[src/logic/frs_map.svh]
// Constants for the floppy result-status and reset block.
// Assumes inclusion by the package and the design module only.
`ifndef FRS_MAP_SVH
`define FRS_MAP_SVH
// Termination codes carried in status byte 0 bits 7:6.
`define FRS_TERM_NORMAL   2'h0
`define FRS_TERM_ABNORMAL 2'h1
`define FRS_TERM_INVALID  2'h2
`define FRS_TERM_POLLING  2'h3
// Bit positions inside the status bytes.
`define FRS_S0_TRAVEL     5
`define FRS_S0_EQUIP      4
`define FRS_S0_HEAD       2
`define FRS_S1_END_TRACK  7
`define FRS_S1_CRC_ANY    5
`define FRS_S1_OVERRUN    4
`define FRS_S1_MISSING    2
`define FRS_S1_WBLOCK     1
`define FRS_S1_ID_ABSENT  0
`define FRS_S2_MARK_MIS   6
`define FRS_S2_CRC_PAY    5
`define FRS_S2_TRK_MIS    4
`define FRS_S2_BAD_TRK    1
`define FRS_S2_NO_MARK    0
`define FRS_S3_WP         6
`define FRS_S3_TRACK_ZERO_IN       4
`define FRS_S3_HEAD       2
// Track limits used by the fault logic.
`define FRS_RECAL_STEPS   8'h50
`define FRS_BAD_TRACK_ID  8'hff
`define FRS_LAST_SECTOR   8'hff
// Result byte count and reset value of the result registers.
`define FRS_RESULT_LAST   2'h3
`define FRS_BYTE_ZERO     8'h00
`endif

[src/logic/frs_pkg.sv]
// Types shared by the floppy result-status and reset block.
// Assumes frs_map.svh is on the include path.
`include "frs_map.svh"
package frs_pkg;
  // Fault events reported by the command engine for one command.
  typedef struct packed {
    logic       travel_done;       // Seek, relative seek or recalibrate finished.
    logic       recal_step;        // One recalibrate step pulse was issued.
    logic       step_past_zero;    // A relative seek stepped outward past track zero.
    logic       sector_beyond;     // Access beyond the final sector.
    logic       no_terminal;       // Read/write data ended without terminal count.
    logic       crc_id;            // CRC mismatch in an ID field.
    logic       crc_payload;       // CRC mismatch in a data field.
    logic       overrun;           // Transfer not serviced in time.
    logic       sector_missing;    // Sector, ID or sequence not found.
    logic       write_cmd;         // A write or format command is executing.
    logic       index_pulse_in;    // Index pulse seen while hunting an ID mark.
    logic       id_found;          // An ID address mark was found.
    logic       payload_mark_miss; // No data or deleted-data mark found.
    logic       mark_mismatch;     // Wrong kind of data mark met.
    logic       id_valid;          // An ID track number is offered.
    logic [7:0] id_track;          // Track number read from the ID.
  } frs_event_type;
  // Result-phase states, Gray coded along idle, capture, reading.
  typedef enum logic [1:0] {
    FRS_IDLE    = 2'b00,
    FRS_CAPTURE = 2'b01,
    FRS_READING = 2'b11
  } frs_state_type;
endpackage : frs_pkg

[src/logic/frs_result_status.sv]
// Result-phase status bytes and reset control of the floppy core.
// Assumes a command engine on i_clk reports events, and pins arrive asynchronously.
//
// Functional notes
// - Result bytes read through data register.
// - Byte0 bits7:6 give termination code.
// - Byte0 bit5 set at travel end.
// - Byte0 bit4 on recal 80 steps fail.
// - Byte0: bit3 zero, head, unit select.
// - Byte1 bit7 beyond final sector.
// - Byte1 bit5 on any CRC fault.
// - Byte1 bit4 on overrun or underrun.
// - Byte1 bit2 sector missing.
// - Byte1 bit1 write protect during write.
// - Byte1 bit0 no ID mark, two indexes.
// - Unused status bits read fixed constants.
// - Byte2 bit6 on data mark mismatch.
// - Byte2 bit5 on payload CRC fault.
// - Byte2 bit4 on track mismatch.
// - Byte2 bit0 no payload mark.
// - Byte3 shows pin states captured at termination.
// - Pin, two register bits, power-on reset.
// - Reset ends operations, device goes idle.
// - Reset exit clears configuration registers.
// - Polling starts after reset unless disabled.
// - Pin reset sets register reset bit.
// - Rate reset self-clears; drive reset dominates.
`timescale 1ns/1ps
module frs_result_status
  import frs_pkg::*;
(
  input  wire logic          i_clk,            // 50 MHz clock.
  input  wire logic          i_nrst,           // Pin and power-on reset, active low.
  input  wire logic          i_dor_wr,         // Drive output register write strobe.
  input  wire logic          i_dor_reset_wdat, // Written reset bit value, 0 holds reset.
  input  wire logic          i_dsr_wr,         // Rate select register write strobe.
  input  wire logic          i_dsr_reset_wdat, // Written rate reset bit, 1 starts reset.
  input  wire logic          i_cmd_start,      // Command engine begins execution.
  input  wire logic          i_cmd_done,       // Command terminates, result phase begins.
  input  wire logic [1:0]    i_term_code,      // Termination code of this command.
  input  wire frs_event_type i_evt,            // Fault events of the running command.
  input  wire logic [1:0]    i_result_count,   // Result bytes minus one for this command.
  input  wire logic          i_data_rd,        // Host reads the data register.
  input  wire logic          i_cfg_wr,         // Configure command loads settings.
  input  wire logic          i_cfg_poll_off,   // Configure value: disable drive polling.
  input  wire logic          i_write_protect,  // Write-protect pin, asynchronous.
  input  wire logic          i_track_zero_in,  // Track-zero pin, asynchronous.
  input  wire logic          i_head_select_out,// Head select drive, same clock.
  input  wire logic [1:0]    i_unit_select,    // Drive select outputs, same clock.
  output logic [7:0]         o_data,           // Result byte on the data register.
  output logic               o_result_ready,   // Result bytes await reading.
  output logic               o_core_reset,     // Core held in reset, ends all work.
  output logic               o_dor_reset,      // Read back of the drive reset bit.
  output logic               o_poll_enable,    // Drive polling active.
  output logic               o_powerdown_exit  // Pulse: any reset left power-down.
);

  // Pin synchronisers, two stages each before any logic reads them.
  logic [1:0] wp_sync_reg;     // Write-protect synchroniser.
  logic [1:0] track_zero_in_sync_reg;   // Track-zero synchroniser.
  logic       wp_live;         // Synchronised write protect.
  logic       track_zero_in_live;       // Synchronised track zero.

  // Reset control state.
  logic       dor_reset_reg;   // Host-cleared reset bit.
  logic       dsr_reset_reg;   // Self-clearing reset bit.
  logic       core_reset_next; // Combined software reset.
  logic       core_reset_reg;  // Registered core reset.
  logic       poll_reg;        // Polling enable.
  logic       pdx_reg;         // Power-down exit pulse.

  // Accumulated fault flags of the command in flight.
  logic       travel_reg, equip_reg, end_trk_reg, crc_any_reg, ovr_reg;
  logic       miss_reg, wblock_reg, id_abs_reg, mark_reg, crc_pay_reg;
  logic       trk_mis_reg, bad_trk_reg, no_mark_reg;
  logic [6:0] step_cnt_reg;    // Recalibrate steps seen without track zero.
  logic [1:0] index_cnt_reg;   // Index pulses seen without an ID mark.
  logic [7:0] track_reg;       // Internally maintained track number.

  // Result bytes frozen at command termination.
  logic [7:0]    res_reg [4];  // Captured status bytes 0 to 3.
  logic [1:0]    rd_idx_reg;   // Byte now presented.
  logic [1:0]    last_idx_reg; // Last byte of this command.
  frs_state_type state_reg;    // Result phase state.
  frs_state_type state_next;   // Next result phase state.
  logic [7:0]    data_reg;     // Byte on the data register.

  // Live assembled status bytes.
  wire [7:0] st0_live;
  wire [7:0] st1_live;
  wire [7:0] st2_live;
  wire [7:0] st3_live;
  wire       recal_fail;
  wire       idx_twice;
  wire       trk_differs;
  wire       clear_flags;
  wire       last_read;

  assign wp_live   = wp_sync_reg[1];
  assign track_zero_in_live = track_zero_in_sync_reg[1];

  // Only the second stage is read by logic; the first is metastability guard.
  always_ff @(posedge i_clk or negedge i_nrst) begin
    if (!i_nrst) begin
      wp_sync_reg   <= 2'h0;
      track_zero_in_sync_reg <= 2'h0;
    end else begin
      wp_sync_reg   <= {wp_sync_reg[0], i_write_protect};
      track_zero_in_sync_reg <= {track_zero_in_sync_reg[0], i_track_zero_in};
    end
  end

  // The drive reset bit dominates; the rate reset only lasts one cycle.
  assign core_reset_next = dor_reset_reg | dsr_reset_reg;

  // Pin reset sets the drive reset bit; host writes 1 to leave reset.
  always_ff @(posedge i_clk or negedge i_nrst) begin
    if (!i_nrst) begin
      dor_reset_reg  <= 1'h1;
      dsr_reset_reg  <= 1'h0;
      core_reset_reg <= 1'h1;
      pdx_reg        <= 1'h0;
    end else begin
      if (i_dor_wr) begin
        dor_reset_reg <= ~i_dor_reset_wdat;
      end
      // Self-clears on the next cycle unless written again.
      dsr_reset_reg  <= i_dsr_wr & i_dsr_reset_wdat;
      core_reset_reg <= core_reset_next;
      // Leaving any reset also leaves power-down.
      pdx_reg        <= core_reset_reg & ~core_reset_next;
    end
  end

  // Configure settings are cleared by every reset; polling restarts on exit.
  always_ff @(posedge i_clk or negedge i_nrst) begin
    if (!i_nrst) begin
      poll_reg <= 1'h0;
    end else if (core_reset_reg) begin
      poll_reg <= 1'h1;
    end else if (i_cfg_wr) begin
      poll_reg <= ~i_cfg_poll_off;
    end
  end

  // Fault detection terms.
  assign recal_fail  = i_evt.recal_step & ~track_zero_in_live
                       & (step_cnt_reg == 7'(`FRS_RECAL_STEPS - 8'h01));
  assign idx_twice   = i_evt.index_pulse_in & ~i_evt.id_found
                       & (index_cnt_reg == 2'h1);
  assign trk_differs = i_evt.id_valid & (i_evt.id_track != track_reg);
  assign clear_flags = core_reset_reg | i_cmd_start;

  // Sticky flags per command; events in the clearing cycle still set them.
  always_ff @(posedge i_clk or negedge i_nrst) begin
    if (!i_nrst) begin
      {travel_reg, equip_reg, end_trk_reg, crc_any_reg, ovr_reg} <= 5'h00;
      {miss_reg, wblock_reg, id_abs_reg, mark_reg, crc_pay_reg}  <= 5'h00;
      {trk_mis_reg, bad_trk_reg, no_mark_reg}                    <= 3'h0;
      step_cnt_reg  <= 7'h00;
      index_cnt_reg <= 2'h0;
    end else begin
      travel_reg  <= (travel_reg & ~clear_flags) | i_evt.travel_done;
      equip_reg   <= (equip_reg & ~clear_flags) | recal_fail
                     | i_evt.step_past_zero;
      end_trk_reg <= (end_trk_reg & ~clear_flags) | i_evt.sector_beyond
                     | i_evt.no_terminal;
      crc_any_reg <= (crc_any_reg & ~clear_flags) | i_evt.crc_id
                     | i_evt.crc_payload;
      ovr_reg     <= (ovr_reg & ~clear_flags) | i_evt.overrun;
      miss_reg    <= (miss_reg & ~clear_flags) | i_evt.sector_missing;
      wblock_reg  <= (wblock_reg & ~clear_flags) | (i_evt.write_cmd & wp_live);
      id_abs_reg  <= (id_abs_reg & ~clear_flags) | idx_twice
                     | i_evt.payload_mark_miss;
      mark_reg    <= (mark_reg & ~clear_flags) | i_evt.mark_mismatch;
      crc_pay_reg <= (crc_pay_reg & ~clear_flags) | i_evt.crc_payload;
      trk_mis_reg <= (trk_mis_reg & ~clear_flags) | trk_differs;
      bad_trk_reg <= (bad_trk_reg & ~clear_flags)
                     | (trk_differs & (i_evt.id_track == `FRS_BAD_TRACK_ID));
      no_mark_reg <= (no_mark_reg & ~clear_flags) | i_evt.payload_mark_miss;
      // Step counter restarts at track zero or on a new command.
      if (clear_flags || track_zero_in_live) begin
        step_cnt_reg <= 7'h00;
      end else if (i_evt.recal_step && step_cnt_reg != 7'(`FRS_RECAL_STEPS)) begin
        step_cnt_reg <= step_cnt_reg + 7'h01;
      end
      if (clear_flags || i_evt.id_found) begin
        index_cnt_reg <= 2'h0;
      end else if (i_evt.index_pulse_in && index_cnt_reg != 2'h2) begin
        index_cnt_reg <= index_cnt_reg + 2'h1;
      end
    end
  end

  // The internal track number clears at track zero and takes any valid ID track at travel end.
  always_ff @(posedge i_clk or negedge i_nrst) begin
    if (!i_nrst) begin
      track_reg <= `FRS_BYTE_ZERO;
    end else if (core_reset_reg || track_zero_in_live) begin
      track_reg <= `FRS_BYTE_ZERO;
    end else if (i_evt.travel_done && i_evt.id_valid) begin
      track_reg <= i_evt.id_track;
    end
  end

  // Live status bytes; fixed bits are constants.
  assign st0_live = {i_term_code, travel_reg, equip_reg, 1'b0,
                     i_head_select_out, i_unit_select};
  assign st1_live = {end_trk_reg, 1'b0, crc_any_reg, ovr_reg, 1'b0,
                     miss_reg, wblock_reg, id_abs_reg};
  assign st2_live = {1'b0, mark_reg, crc_pay_reg, trk_mis_reg, 2'b00,
                     bad_trk_reg, no_mark_reg};
  assign st3_live = {1'b0, wp_live, 1'b1, track_zero_in_live, 1'b1,
                     i_head_select_out, i_unit_select};

  assign last_read = i_data_rd && (rd_idx_reg == last_idx_reg);

  // Result phase sequencing.
  always_comb begin
    state_next = state_reg;
    unique case (state_reg)
      FRS_IDLE:    if (i_cmd_done) state_next = FRS_CAPTURE;
      FRS_CAPTURE: state_next = FRS_READING;
      FRS_READING: if (last_read) state_next = FRS_IDLE;
    endcase
    if (core_reset_reg) begin
      state_next = FRS_IDLE;
    end
  end

  // Capture freezes the bytes so later events cannot alter a pending result.
  always_ff @(posedge i_clk or negedge i_nrst) begin
    if (!i_nrst) begin
      state_reg    <= FRS_IDLE;
      rd_idx_reg   <= 2'h0;
      last_idx_reg <= 2'h0;
      data_reg     <= `FRS_BYTE_ZERO;
      for (int i = 0; i < 4; i++) res_reg[i] <= `FRS_BYTE_ZERO;
    end else begin
      state_reg <= state_next;
      if (core_reset_reg) begin
        rd_idx_reg <= 2'h0;
        data_reg   <= `FRS_BYTE_ZERO;
      end else if (state_reg == FRS_IDLE && i_cmd_done) begin
        res_reg[0]   <= st0_live;
        res_reg[1]   <= st1_live;
        res_reg[2]   <= st2_live;
        res_reg[3]   <= st3_live;
        last_idx_reg <= i_result_count;
        rd_idx_reg   <= 2'h0;
      end else if (state_reg == FRS_CAPTURE) begin
        data_reg <= res_reg[0];
      end else if (state_reg == FRS_READING && i_data_rd && !last_read) begin
        data_reg   <= res_reg[rd_idx_reg + 2'h1];
        rd_idx_reg <= rd_idx_reg + 2'h1;
      end
    end
  end

  // Every output is a flip-flop; ready is the upper state bit, set only in reading.
  assign o_data           = data_reg;
  assign o_result_ready   = state_reg[1];
  assign o_core_reset     = core_reset_reg;
  assign o_dor_reset      = dor_reset_reg;
  assign o_poll_enable    = poll_reg;
  assign o_powerdown_exit = pdx_reg;


  // The rate reset lasts one cycle once its write is gone.
  a_dsr_self_clear: assert property (@(posedge i_clk) disable iff (!i_nrst)
    i_dsr_wr && i_dsr_reset_wdat && !dor_reset_reg ##1 !i_dsr_wr |=> !dsr_reset_reg)
    else $error("Rate reset did not clear itself.");

  // The drive reset bit keeps the core in reset.
  a_dor_hold: assert property (@(posedge i_clk) disable iff (!i_nrst)
    dor_reset_reg && !i_dor_wr |=> core_reset_reg)
    else $error("Drive reset bit did not hold the core.");

  // Any core reset drops a pending result.
  a_reset_idle: assert property (@(posedge i_clk) disable iff (!i_nrst)
    core_reset_reg |=> state_reg == FRS_IDLE)
    else $error("Reset did not return the result phase to idle.");

  // Polling runs as the core leaves reset.
  a_poll_restart: assert property (@(posedge i_clk) disable iff (!i_nrst)
    $fell(core_reset_reg) |-> poll_reg)
    else $error("Polling not enabled after reset.");

  // The first byte stands two edges after termination.
  a_first_byte: assert property (@(posedge i_clk) disable iff (!i_nrst)
    state_reg == FRS_IDLE && i_cmd_done && !core_reset_reg ##1 !core_reset_reg
    |=> o_data == res_reg[0] && o_result_ready)
    else $error("First result byte not presented.");

  // Captured byte one stays frozen while the host reads.
  a_hold_bytes: assert property (@(posedge i_clk) disable iff (!i_nrst)
    state_reg == FRS_READING && !core_reset_reg |=> $stable(res_reg[1]))
    else $error("Result bytes changed before being read.");

  // Byte three carries its fixed ones and zero.
  a_st3_const: assert property (@(posedge i_clk) disable iff (!i_nrst)
    state_reg == FRS_CAPTURE |-> res_reg[3][7] == 1'b0 && res_reg[3][5] && res_reg[3][3])
    else $error("Fixed bits of byte three are wrong.");

  // A differing all-ones track is a bad track.
  a_bad_track: assert property (@(posedge i_clk) disable iff (!i_nrst)
    trk_differs && i_evt.id_track == `FRS_BAD_TRACK_ID |=> bad_trk_reg && trk_mis_reg)
    else $error("Bad track not flagged.");

  // Write protect during a write blocks it.
  a_write_block: assert property (@(posedge i_clk) disable iff (!i_nrst)
    i_evt.write_cmd && wp_live |=> wblock_reg)
    else $error("Write protect during write not flagged.");

  // Reading the last byte ends the result phase.
  a_ready_clear: assert property (@(posedge i_clk) disable iff (!i_nrst)
    state_reg == FRS_READING && last_read && !core_reset_reg |=> !o_result_ready)
    else $error("Result phase did not end after the last byte.");

  // Unused bits of bytes zero to two read zero.
  a_fixed_zero: assert property (@(posedge i_clk) disable iff (!i_nrst)
    state_reg == FRS_CAPTURE |-> res_reg[0][3] == 1'b0 && res_reg[1][6] == 1'b0
    && res_reg[1][3] == 1'b0 && res_reg[2][7] == 1'b0 && res_reg[2][3:2] == 2'b00)
    else $error("Fixed zero bits are wrong.");

  // A travel end sets its flag at the next edge.
  a_travel_end: assert property (@(posedge i_clk) disable iff (!i_nrst)
    i_evt.travel_done |=> travel_reg)
    else $error("Travel end not flagged.");

  // A differing ID track sets the mismatch flag.
  a_trk_mismatch: assert property (@(posedge i_clk) disable iff (!i_nrst)
    trk_differs |=> trk_mis_reg)
    else $error("Track mismatch not flagged.");

endmodule : frs_result_status

[config.mk]
export PLATFORM = sky130hd
export DESIGN_NAME = frs_result_status
export DESIGN_NICKNAME = d
export VERILOG_FILES = /design/src/logic/frs_pkg.sv /design/src/logic/frs_result_status.sv
export VERILOG_INCLUDE_DIRS = /design/src /design/src/logic
export SDC_FILE = /design/constraint.sdc
export NUM_CORES = 1
export LEC_CHECK = 0
export BUFFER_PORTS_ARGS = -buffer_cell sky130_fd_sc_hd__buf_4
export CAP_MARGIN = 20
export CELL_PAD_IN_SITES_DETAIL_PLACEMENT = 1
export CELL_PAD_IN_SITES_GLOBAL_PLACEMENT = 2
export CORE_AREA = 2 2 101 103
export CTS_BUF_LIST = sky130_fd_sc_hd__clkbuf_8
export CTS_CLUSTER_SIZE = 12
export DETAILED_ROUTE_END_ITERATION = 7
export DIE_AREA = 0 0 103 105
export HOLD_SLACK_MARGIN = 0.1
export PLACE_DENSITY_LB_ADDON = 0.1
export SLEW_MARGIN = 20
export SYNTH_ARGS = -nofsm -noshare
export SYNTH_HDL_FRONTEND = slang
export SYNTH_SLANG_ARGS = --single-unit
[constraint.sdc]
create_clock -name i_clk -period 1.56 [get_ports i_clk]
set_input_delay 0 -clock i_clk [delete_from_list [all_inputs] [get_ports i_clk]]
set_output_delay 0 -clock i_clk [all_outputs]
set_load 0.01 [all_outputs]
==> impl_summary.log, run 1 <==
[metrics] kind of launch point of the worst setup path: flop
[metrics] PnR worst setup slack: between 0.09 and 0.1 ns
[metrics] fraction of final layout cells with drive strength greater than 1: between 30% and 40%
[metrics] final weighted congestion in routability-driven placement: about 0.73
[metrics] setup tns final: 0 ns
[metrics] grt ovf: 0
[metrics] Worst Path Arrival: around 1.7 ns
[metrics] setup slack, reg-to-reg: ~0.09 ns
[metrics] reported leakage power: 2.12 nW
[metrics] switching power: around 1.2 mW
[metrics] multi-input gate area in the final layout: 1330 µm²
[metrics] Largest stage delay, worst path: around 0.43 ns
[metrics] area occupied by registers: between 1500 and 2000 µm²
[metrics] combinational share of power: between 10% and 20%
[metrics] number of cells on the worst reg-to-reg path: 4
[metrics] number of violations of the max-capacitance limit: 0
[metrics] actual transition at the worst max-transition pin: ~0.36 ns
[metrics] cell chain of the critical path: nor2b_2 > nor2_2 > and2_4 > mux2_4
[metrics] fin. max-slew vios: 0
[metrics] placeable core area: between 9000 and 10000 µm²
[metrics] Top Usage Layer GRT: met2
[metrics] clock network fraction of design power: 36.9%
[metrics] final number of hold-violating endpoints: 0
[metrics] clock root cell: sky130_fd_sc_hd__clkbuf_8
[metrics] fraction of power spent switching nets: about 24%
[metrics] fraction of the yosys area taken by sequential cells: between 50% and 60%
[metrics] total chip power: roughly 5 mW
[metrics] Power Dens Cells: between 1000 and 1500 nW/µm²
[metrics] synthesized instance count: 271
[metrics] H-tree lvl count: 3
[metrics] Hold Crit Class: in2async
[metrics] slowest cell on the critical path: sky130_fd_sc_hd__dfrtp_1
[metrics] Clock Skews: 0.0110 ns
[metrics] kind of end point of the critical path: flop
[metrics] Post-synth EDFFs: 0
[metrics] asr flop ratio synth: 100%
[metrics] via count of the first global-routing pass: about 2700
[metrics] detailed-route wire length: roughly 7.9 mm
[metrics] Mapped Area: between 3000 and 4000 µm²
[metrics] fmax: 0.680 GHz
[metrics] pre-CTS setup slack: -0.0299 ns
[metrics] data required time at the worst endpoint: 1.80 ns
[metrics] antenna violation net count after detailed routing: 0
[metrics] initial core utilization: 33.7%
[metrics] fraction of the cycle the final worst path needs: a little over nine tenths
[metrics] number of inserted diodes: 0
[metrics] worst-path maximum fanout: 6
[metrics] Post-Route Utilization: between 40 and 50%
[metrics] CTS Buf Count: 9
[metrics] clock sinks: 74
[metrics] DR WL/cell: 14.7 µm
[metrics] Max rail drop VDD: about 0.52 mV
[metrics] area added between synthesis and finish: 47.0%
[metrics] number of placement rows: 36
[metrics] flip-flop count of the largest register, all copies and words added: 21
[metrics] count of synthesis-stage warnings from yosys: 0
[metrics] antenna violations before repair: 0
[metrics] CTS tree: yes
[metrics] final-layout fill cell count: roughly 1100
[metrics] 1st-iter DRT viols: 57
[metrics] count of TritonRoute iterations in the first routing pass: 4
[metrics] global-route wire length before repair: around 14 mm
[metrics] NumNets Final: around 450
[metrics] met3 demand-to-capacity share in global routing: roughly 3.7%
[metrics] number of DRC violations after detailed routing: 0
[metrics] area of the die: approximately 11000 µm²
[metrics] Final HPWL DP: 5.41 mm
[metrics] internal power component: ~3.8 mW
[metrics] Tmin final: about 1.5 ns
[metrics] run status: finished clean
[metrics] number of cells after detailed placement: roughly 470
[metrics] clock latency on the worst-skew pair: between 0.3 and 0.4 ns
[metrics] chip width: approximately 100 µm
[metrics] global routing usage on met2: 26.2%
[metrics] Synth cell types: between 40 and 50
[metrics] die outline height: approximately 110 µm
[metrics] input/output buffers: 55
[metrics] synthesized area per cell: about 12 µm²
[metrics] clock input transition at the sequential cells of the worst setup and hold paths: approximately 0.080 ns
[metrics] Max transition margin: 75.7%
[metrics] syn nets: ~320
[metrics] via count of the routed design: 2491
[metrics] type of the worst setup path: reg2reg
[metrics] Boundary Pins: between 50 and 60
[metrics] number of standard cells in the layout, taps in and fillers out: roughly 540
[metrics] sequential share of power: a little under half
[metrics] largest net degree at the start of global routing: 50
[metrics] most used flip-flop cell after synthesis: sky130_fd_sc_hd__dfrtp_1
[metrics] Max clock buf depth: 2
[metrics] Final setup violation count: 0
[metrics] met1 usage in global routing: a little over a fifth
[metrics] routed vias/inst: 4.62
[metrics] number of synthesized register bits: 74
[metrics] gr usage total: 16.1%
==> final timing paths <==
path	end	from
setup / recovery	o_data[5]$_DFFE_PN0P_	state_reg[0]$_DFFE_PN0P_
hold / removal	o_data[0]$_DFFE_PN0P_	i_nrst
setup reg to reg	o_data[5]$_DFFE_PN0P_	state_reg[0]$_DFFE_PN0P_
hold reg to reg	track_zero_in_sync_reg[1]$_DFF_PN0_	track_zero_in_sync_reg[0]$_DFF_PN0_
max in group asynchronous	res_reg[14]$_DFFE_PN0P_	i_nrst
min in group i_clk	track_zero_in_sync_reg[0]$_DFF_PN0_	i_track_zero_in
==> cell families (layout without fill, tap and decap cells) <==
group                    Yosys count  after routing  synth area share [%]
XOR/XNOR                          17             17                  4.59
flip-flops                        74             74                  57.1
AND/OR/NAND/NOR                   79             79                  12.3
adder cells (fa/ha/maj)            4              4                  1.54
multiplexers                      34             34                  12.0
buffers and inverters             18            153                  2.66
AO/OA/AOI/OAI                     45             45                  9.75
==> final cells by class <==
class	count	area share (%)
well taps	133	3.49
clock buffers	10	2.88
clock inverters	6	2.39
inverters	7	0.551
flip-flops and latches	74	38.9
repair buffers	130	23.9
multi-input cells	179	27.9
==> power by group through the flow <==
stage / logic, mW / registers (mW) / clock network [mW]
2_1_floorplan: 0.403 / 2.31 / 0
3_3_place_gp: 0.738 / 2.34 / 0
3_5_place_dp: 0.753 / 2.34 / 0
4_1_cts: 0.851 / 2.31 / 1.91
5_1_grt: 0.959 / 2.33 / 2.01
6_report: 0.869 / 2.30 / 1.85
==> worst max-delay path, delay by kind of cell (launching register included) <==
family        cells  cell delay [ns]
flops             1             0.43
simple gates      3             0.62
mux               1             0.31
==> layer usage <==
metal | share of wire [%] | wire length (µm) | vias to the layer above
met2 | 50 | 3950 | 39
met1 | 46 | 3630 | 1220
met5 | 0 | 0 | -
met3 | 2.9 | 229 | 8
met4 | 1.2 | 94 | 0
li1 | - | - | 1224
==> stage by stage <==
step / hold slack [ns] / area (µm²)
final: 0.111 / 4770
after global routing: 0.126 / 4770
after CTS: 0.107 / 4710
after detailed placement: -0.0567 / 3960
after global placement: -0.0565 / 3960
after floorplan: -0.296 / 3250
==> synth_stat cells (3+ instances only) <==
cell type	instances	area, µm²
sky130_fd_sc_hd__a21o_1	7	52.6
sky130_fd_sc_hd__a21oi_1	12	60.1
sky130_fd_sc_hd__a22o_1	5	43.8
sky130_fd_sc_hd__buf_2	3	15.0
sky130_fd_sc_hd__clkbuf_1	5	18.8
sky130_fd_sc_hd__dfrtp_1	72	1800
sky130_fd_sc_hd__ha_1	4	50.1
sky130_fd_sc_hd__inv_1	7	26.3
sky130_fd_sc_hd__mux2_2	24	270
sky130_fd_sc_hd__mux2_4	4	60.1
sky130_fd_sc_hd__mux2i_1	6	60.1
sky130_fd_sc_hd__nand2_1	20	75.1
sky130_fd_sc_hd__nand3_1	13	65.1
sky130_fd_sc_hd__nand3b_1	3	22.5
sky130_fd_sc_hd__nand4_1	5	31.3
sky130_fd_sc_hd__nor2_1	15	56.3
sky130_fd_sc_hd__nor2b_1	4	25.0
sky130_fd_sc_hd__nor4_1	4	25.0
sky130_fd_sc_hd__o21ai_0	6	30.0
sky130_fd_sc_hd__o31ai_1	4	30.0
sky130_fd_sc_hd__or2_2	3	18.8
sky130_fd_sc_hd__xnor2_1	6	52.6
sky130_fd_sc_hd__xor2_1	11	96.3
==> what timing repair did <==
action,4_1_cts,5_1_grt
setup buffers,0,5
pin swaps,0,2
resized for setup,1,9
endpoints found under the hold margin,117,0
hold buffers,50,0
setup endpoints to repair,5,31
==> layout by cell type (no fill, tap or decap), types with 7 or more instances in the layout <==
cell,netlist,layout
sky130_fd_sc_hd__a21oi_1,12,12
sky130_fd_sc_hd__a21o_1,7,7
sky130_fd_sc_hd__buf_4,2,77
sky130_fd_sc_hd__dfrtp_1,72,71
sky130_fd_sc_hd__nand2_1,20,19
sky130_fd_sc_hd__nand3_1,13,13
sky130_fd_sc_hd__nor2_1,15,13
sky130_fd_sc_hd__mux2_2,24,24
sky130_fd_sc_hd__xor2_1,11,11
sky130_fd_sc_hd__dlygate4sd3_1,0,50
sky130_fd_sc_hd__clkbuf_8,0,10
Power figures use the tool's default switching activity.
==> inputs of run 2 (changes only) <==
--- a/config.mk
+++ b/config.mk
@@ -10,11 +10,11 @@
 export CAP_MARGIN = 20
 export CELL_PAD_IN_SITES_DETAIL_PLACEMENT = 1
 export CELL_PAD_IN_SITES_GLOBAL_PLACEMENT = 2
-export CORE_AREA = 2 2 101 103
+export CORE_AREA = 2 2 96 98
 export CTS_BUF_LIST = sky130_fd_sc_hd__clkbuf_8
 export CTS_CLUSTER_SIZE = 12
 export DETAILED_ROUTE_END_ITERATION = 7
-export DIE_AREA = 0 0 103 105
+export DIE_AREA = 0 0 98 100
 export HOLD_SLACK_MARGIN = 0.1
 export PLACE_DENSITY_LB_ADDON = 0.1
 export SLEW_MARGIN = 20
==> constraint.sdc (replaced) <==
create_clock -name i_clk -period 1.39 [get_ports i_clk]
set_input_delay 0 -clock i_clk [delete_from_list [all_inputs] [get_ports i_clk]]
set_output_delay 0 -clock i_clk [all_outputs]
set_load 0.01 [all_outputs]
==> run 2 against run 1 <==
Net effect: the run now ends with setup timing left; via count is 6.5% higher; critical path depth rose by 1; largest power group unchanged; worst setup slack got worse by 0.16 ns; fmax grew 0.50%; global-route usage rose by 2.1 points; critical path type unchanged; cell count shrank 1.5%.
==> impl_summary.log, run 2 (synthesis results as in run 1) <==
[metrics] run status: finished with violations
[metrics] violations in the final reports: setup timing
[metrics] kind of launch point of the worst setup path: flop
[metrics] Largest delay share family, worst path: flip-flops
[metrics] grt ovf: 0 (unchanged)
[metrics] placeable core area: 8890 µm² (-7.8%)
[metrics] number of stages on the worst hold path: 2
[metrics] flip-flop count of the largest register, all copies and words added: 21 (unchanged)
[metrics] global-route wire length before repair: 14.0 mm (+3.5%)
[metrics] actual transition at the worst max-transition pin: 0.300 ns (-0.0638 ns)
[metrics] Tmin final: 1.46 ns (-0.00738 ns)
[metrics] input/output buffers: 55 (unchanged)
[metrics] Max rail drop VDD: 0.509 mV (-3.1%)
[metrics] number of DRC violations after detailed routing: 0 (unchanged)
[metrics] antenna violations before repair: 0 (unchanged)
[metrics] CTS tree: yes
[metrics] detailed-route wire length: 8.75 mm (+11%)
[metrics] CTS Buf Count: 9 (unchanged)
[metrics] FF-to-FF End: o_data[6]$_DFFE_PN0P_
[metrics] worst-path maximum fanout: 6 (unchanged)
[metrics] number of placement rows: 35 (-2.8%)
[metrics] final number of hold-violating endpoints: 0 (unchanged)
[metrics] number of violations of the max-capacitance limit: 0 (unchanged)
[metrics] type of the worst setup path: reg2reg
[metrics] Final setup violation count: 28 (+28)
[metrics] via count of the first global-routing pass: 2856 (+3.9%)
[metrics] RSZ-0062 raised after global routing: true
[metrics] pre-CTS setup slack: -0.116 ns (-0.0863 ns)
[metrics] clock root cell: sky130_fd_sc_hd__clkbuf_8
[metrics] count of TritonRoute iterations in the first routing pass: 4 (unchanged)
[metrics] DR WL/cell: 16.5 µm (+12%)
[metrics] number of standard cells in the layout, taps in and fillers out: 531 (-1.5%)
[metrics] setup tns final: -1.18 ns (-1.18 ns)
[metrics] combined buffer and inverter count along the critical path: 1 (+1)
[metrics] start of the worst register-to-register path: state_reg[1]$_DFFE_PN0P_
[metrics] NumNets Final: 462 (+3.1%)
[metrics] Largest stage delay, worst path: 0.47 ns (+0.04 ns)
[metrics] final weighted congestion in routability-driven placement: 0.840 (+14%)
[metrics] fin. max-slew vios: 0 (unchanged)
[metrics] number of cells after detailed placement: 457 (-2.4%)
[metrics] area of the die: 9800 µm² (-9.4%)
[metrics] slowest cell on the critical path: sky130_fd_sc_hd__dfrtp_2
[metrics] via count of the routed design: 2653 (+6.5%)
[metrics] H-tree lvl count: 3 (unchanged)
[metrics] hold path startpoint: i_track_zero_in
[metrics] die outline height: 100 µm (-4.8%)
[metrics] area added between synthesis and finish: 57.7%
[metrics] Worst Path Arrival: 1.70 ns (about the same)
[metrics] data required time at the worst endpoint: 1.63 ns (-0.17 ns)
[metrics] kind of end point of the critical path: flop
[metrics] end point of the most critical hold path: track_zero_in_sync_reg[0]$_DFF_PN0_
[metrics] routed vias/inst: 5.00 (+8.1%)
[metrics] clock sinks: 74 (unchanged)
[metrics] antenna violation net count after detailed routing: 0 (unchanged)
[metrics] Max clock buf depth: 2 (unchanged)
[metrics] fraction of final layout cells with drive strength greater than 1: 42.4% (+7.9 points)
[metrics] cell chain of the critical path: nor2b_4 > nor2_4 > buf_6 > a22o_1 > mux2_4
[metrics] Max transition margin: 80.0% (+4.2 points)
[metrics] number of cells on the worst reg-to-reg path: 5 (+1)
[metrics] setup slack, reg-to-reg: -0.07 ns (-0.16 ns)
[metrics] most used cells in the layout excluding fill and tap cells: sky130_fd_sc_hd__buf_4, sky130_fd_sc_hd__dfrtp_1, sky130_fd_sc_hd__dlygate4sd3_1
[metrics] Power Dens Cells: 1090 nW/µm² (+3.5%)
[metrics] most common cell after layout, fill and taps aside: sky130_fd_sc_hd__buf_4
[metrics] PnR worst setup slack: -0.0723 ns (-0.163 ns)
[metrics] reported leakage power: 2.28 nW (+7.9%)
[metrics] chip width: 98 µm (-4.9%)
[metrics] total chip power: 5.58 mW (+11%)
[metrics] fmax: 0.684 GHz (+0.50%)
[metrics] gr usage total: 18.2% (+2.1 points)
[metrics] 1st-iter DRT viols: 36 (-37%)
[metrics] Final HPWL DP: 5.33 mm (-1.4%)
[metrics] Boundary Pins: 56 (unchanged)
[metrics] number of inserted diodes: 0 (unchanged)
[metrics] clock latency on the worst-skew pair: 0.34 ns (about the same)
[metrics] Hold Crit Class: in2reg
[metrics] clock input transition at the sequential cells of the worst setup and hold paths: 0.08 ns (about the same)
[metrics] Clock Skews: 0.0104 ns (-0.000618 ns)
[metrics] largest net degree at the start of global routing: 45 (-10%)
[metrics] initial core utilization: 36.5% (+2.8 points)
[metrics] fraction of the cycle the final worst path needs: 105% (+11 points)
## run 2: changes by cell type in the layout (fill, tap and decap cells not counted), sizes merged
cell and delta:
clkbuf +1, clkinvlp -2, dlygate4sd3 +1, inv +3, bufinv -2, buf +13
## run 2: cell type report
type	count	area, µm²
Inverter	7	26.3
Timing Repair Buffer	144	1280
Clock buffer	11	151
Sequential cell	74	1860
Fill cell	917	3770
Multi-Input combinational cell	179	1620
Tap cell	111	139
Clock inverter	5	46.3
## run 2: worst max path at each step
stage / startpoint / endpoint / slack, ns / cells past startpoint
4_1_cts: step_cnt_reg[0]$_DFFE_PN0P_ / step_cnt_reg[1]$_DFFE_PN0P_ / -0.07 / 7
5_1_grt: rd_idx_reg[1]$_DFFE_PN0P_ / o_data[4]$_DFFE_PN0P_ / -0.12 / 5
3_3_place_gp: rd_idx_reg[1]$_DFFE_PN0P_ / o_data[6]$_DFFE_PN0P_ / -0.06 / 4
3_5_place_dp: step_cnt_reg[1]$_DFFE_PN0P_ / step_cnt_reg[1]$_DFFE_PN0P_ / -0.12 / 7
6_report: state_reg[1]$_DFFE_PN0P_ / o_data[6]$_DFFE_PN0P_ / -0.07 / 5
2_1_floorplan: rd_idx_reg[1]$_DFFE_PN0P_ / o_data[3]$_DFFE_PN0P_ / -0.09 / 5
## run 2: metal layers
metal | wire length (µm) | vias to the layer above | global-route usage [%] | share of wire [%]
li1 | - | 1251 | - | -
met1 | 3740 | 1354 | 21.9 | 43
met2 | 4670 | 41 | 32.7 | 53
met3 | 249 | 7 | 4.32 | 2.8
met4 | 86 | 0 | 4.91 | 0.98
met5 | 0 | - | 0 | 0
## run 2: per-stage QoR
stage	utilization [%]	hold slack [ns]	instance area [µm²]
after detailed placement	45.3	-0.117	4020
after CTS	54.6	0.206	4850
after global placement	45.3	-0.122	4020
after floorplan	-	-0.296	3270
after global routing	57.6	0.290	5120
final	57.6	0.301	5120
## run 2: what timing repair did
action | CTS | global route
setup buffers | 5 | 3
endpoints found under the hold margin | 115 | 14
resized for setup | 25 | 57
pin swaps | 0 | 7
hold buffers | 51 | 1
endpoints found under the setup margin | 34 | 45
## run 2: where the power goes
| part | leakage, nW | internal, mW | total [mW] | switching [mW] |
|---|---|---|---|---|
| Sequential | 0.916 | 2.43 | 2.62 | 0.193 |
| Combinational | 1.26 | 0.803 | 1.29 | 0.485 |
| Clock | 0.113 | 0.906 | 1.67 | 0.768 |
| Total | 2.28 | 4.13 | 5.58 | 1.45 |
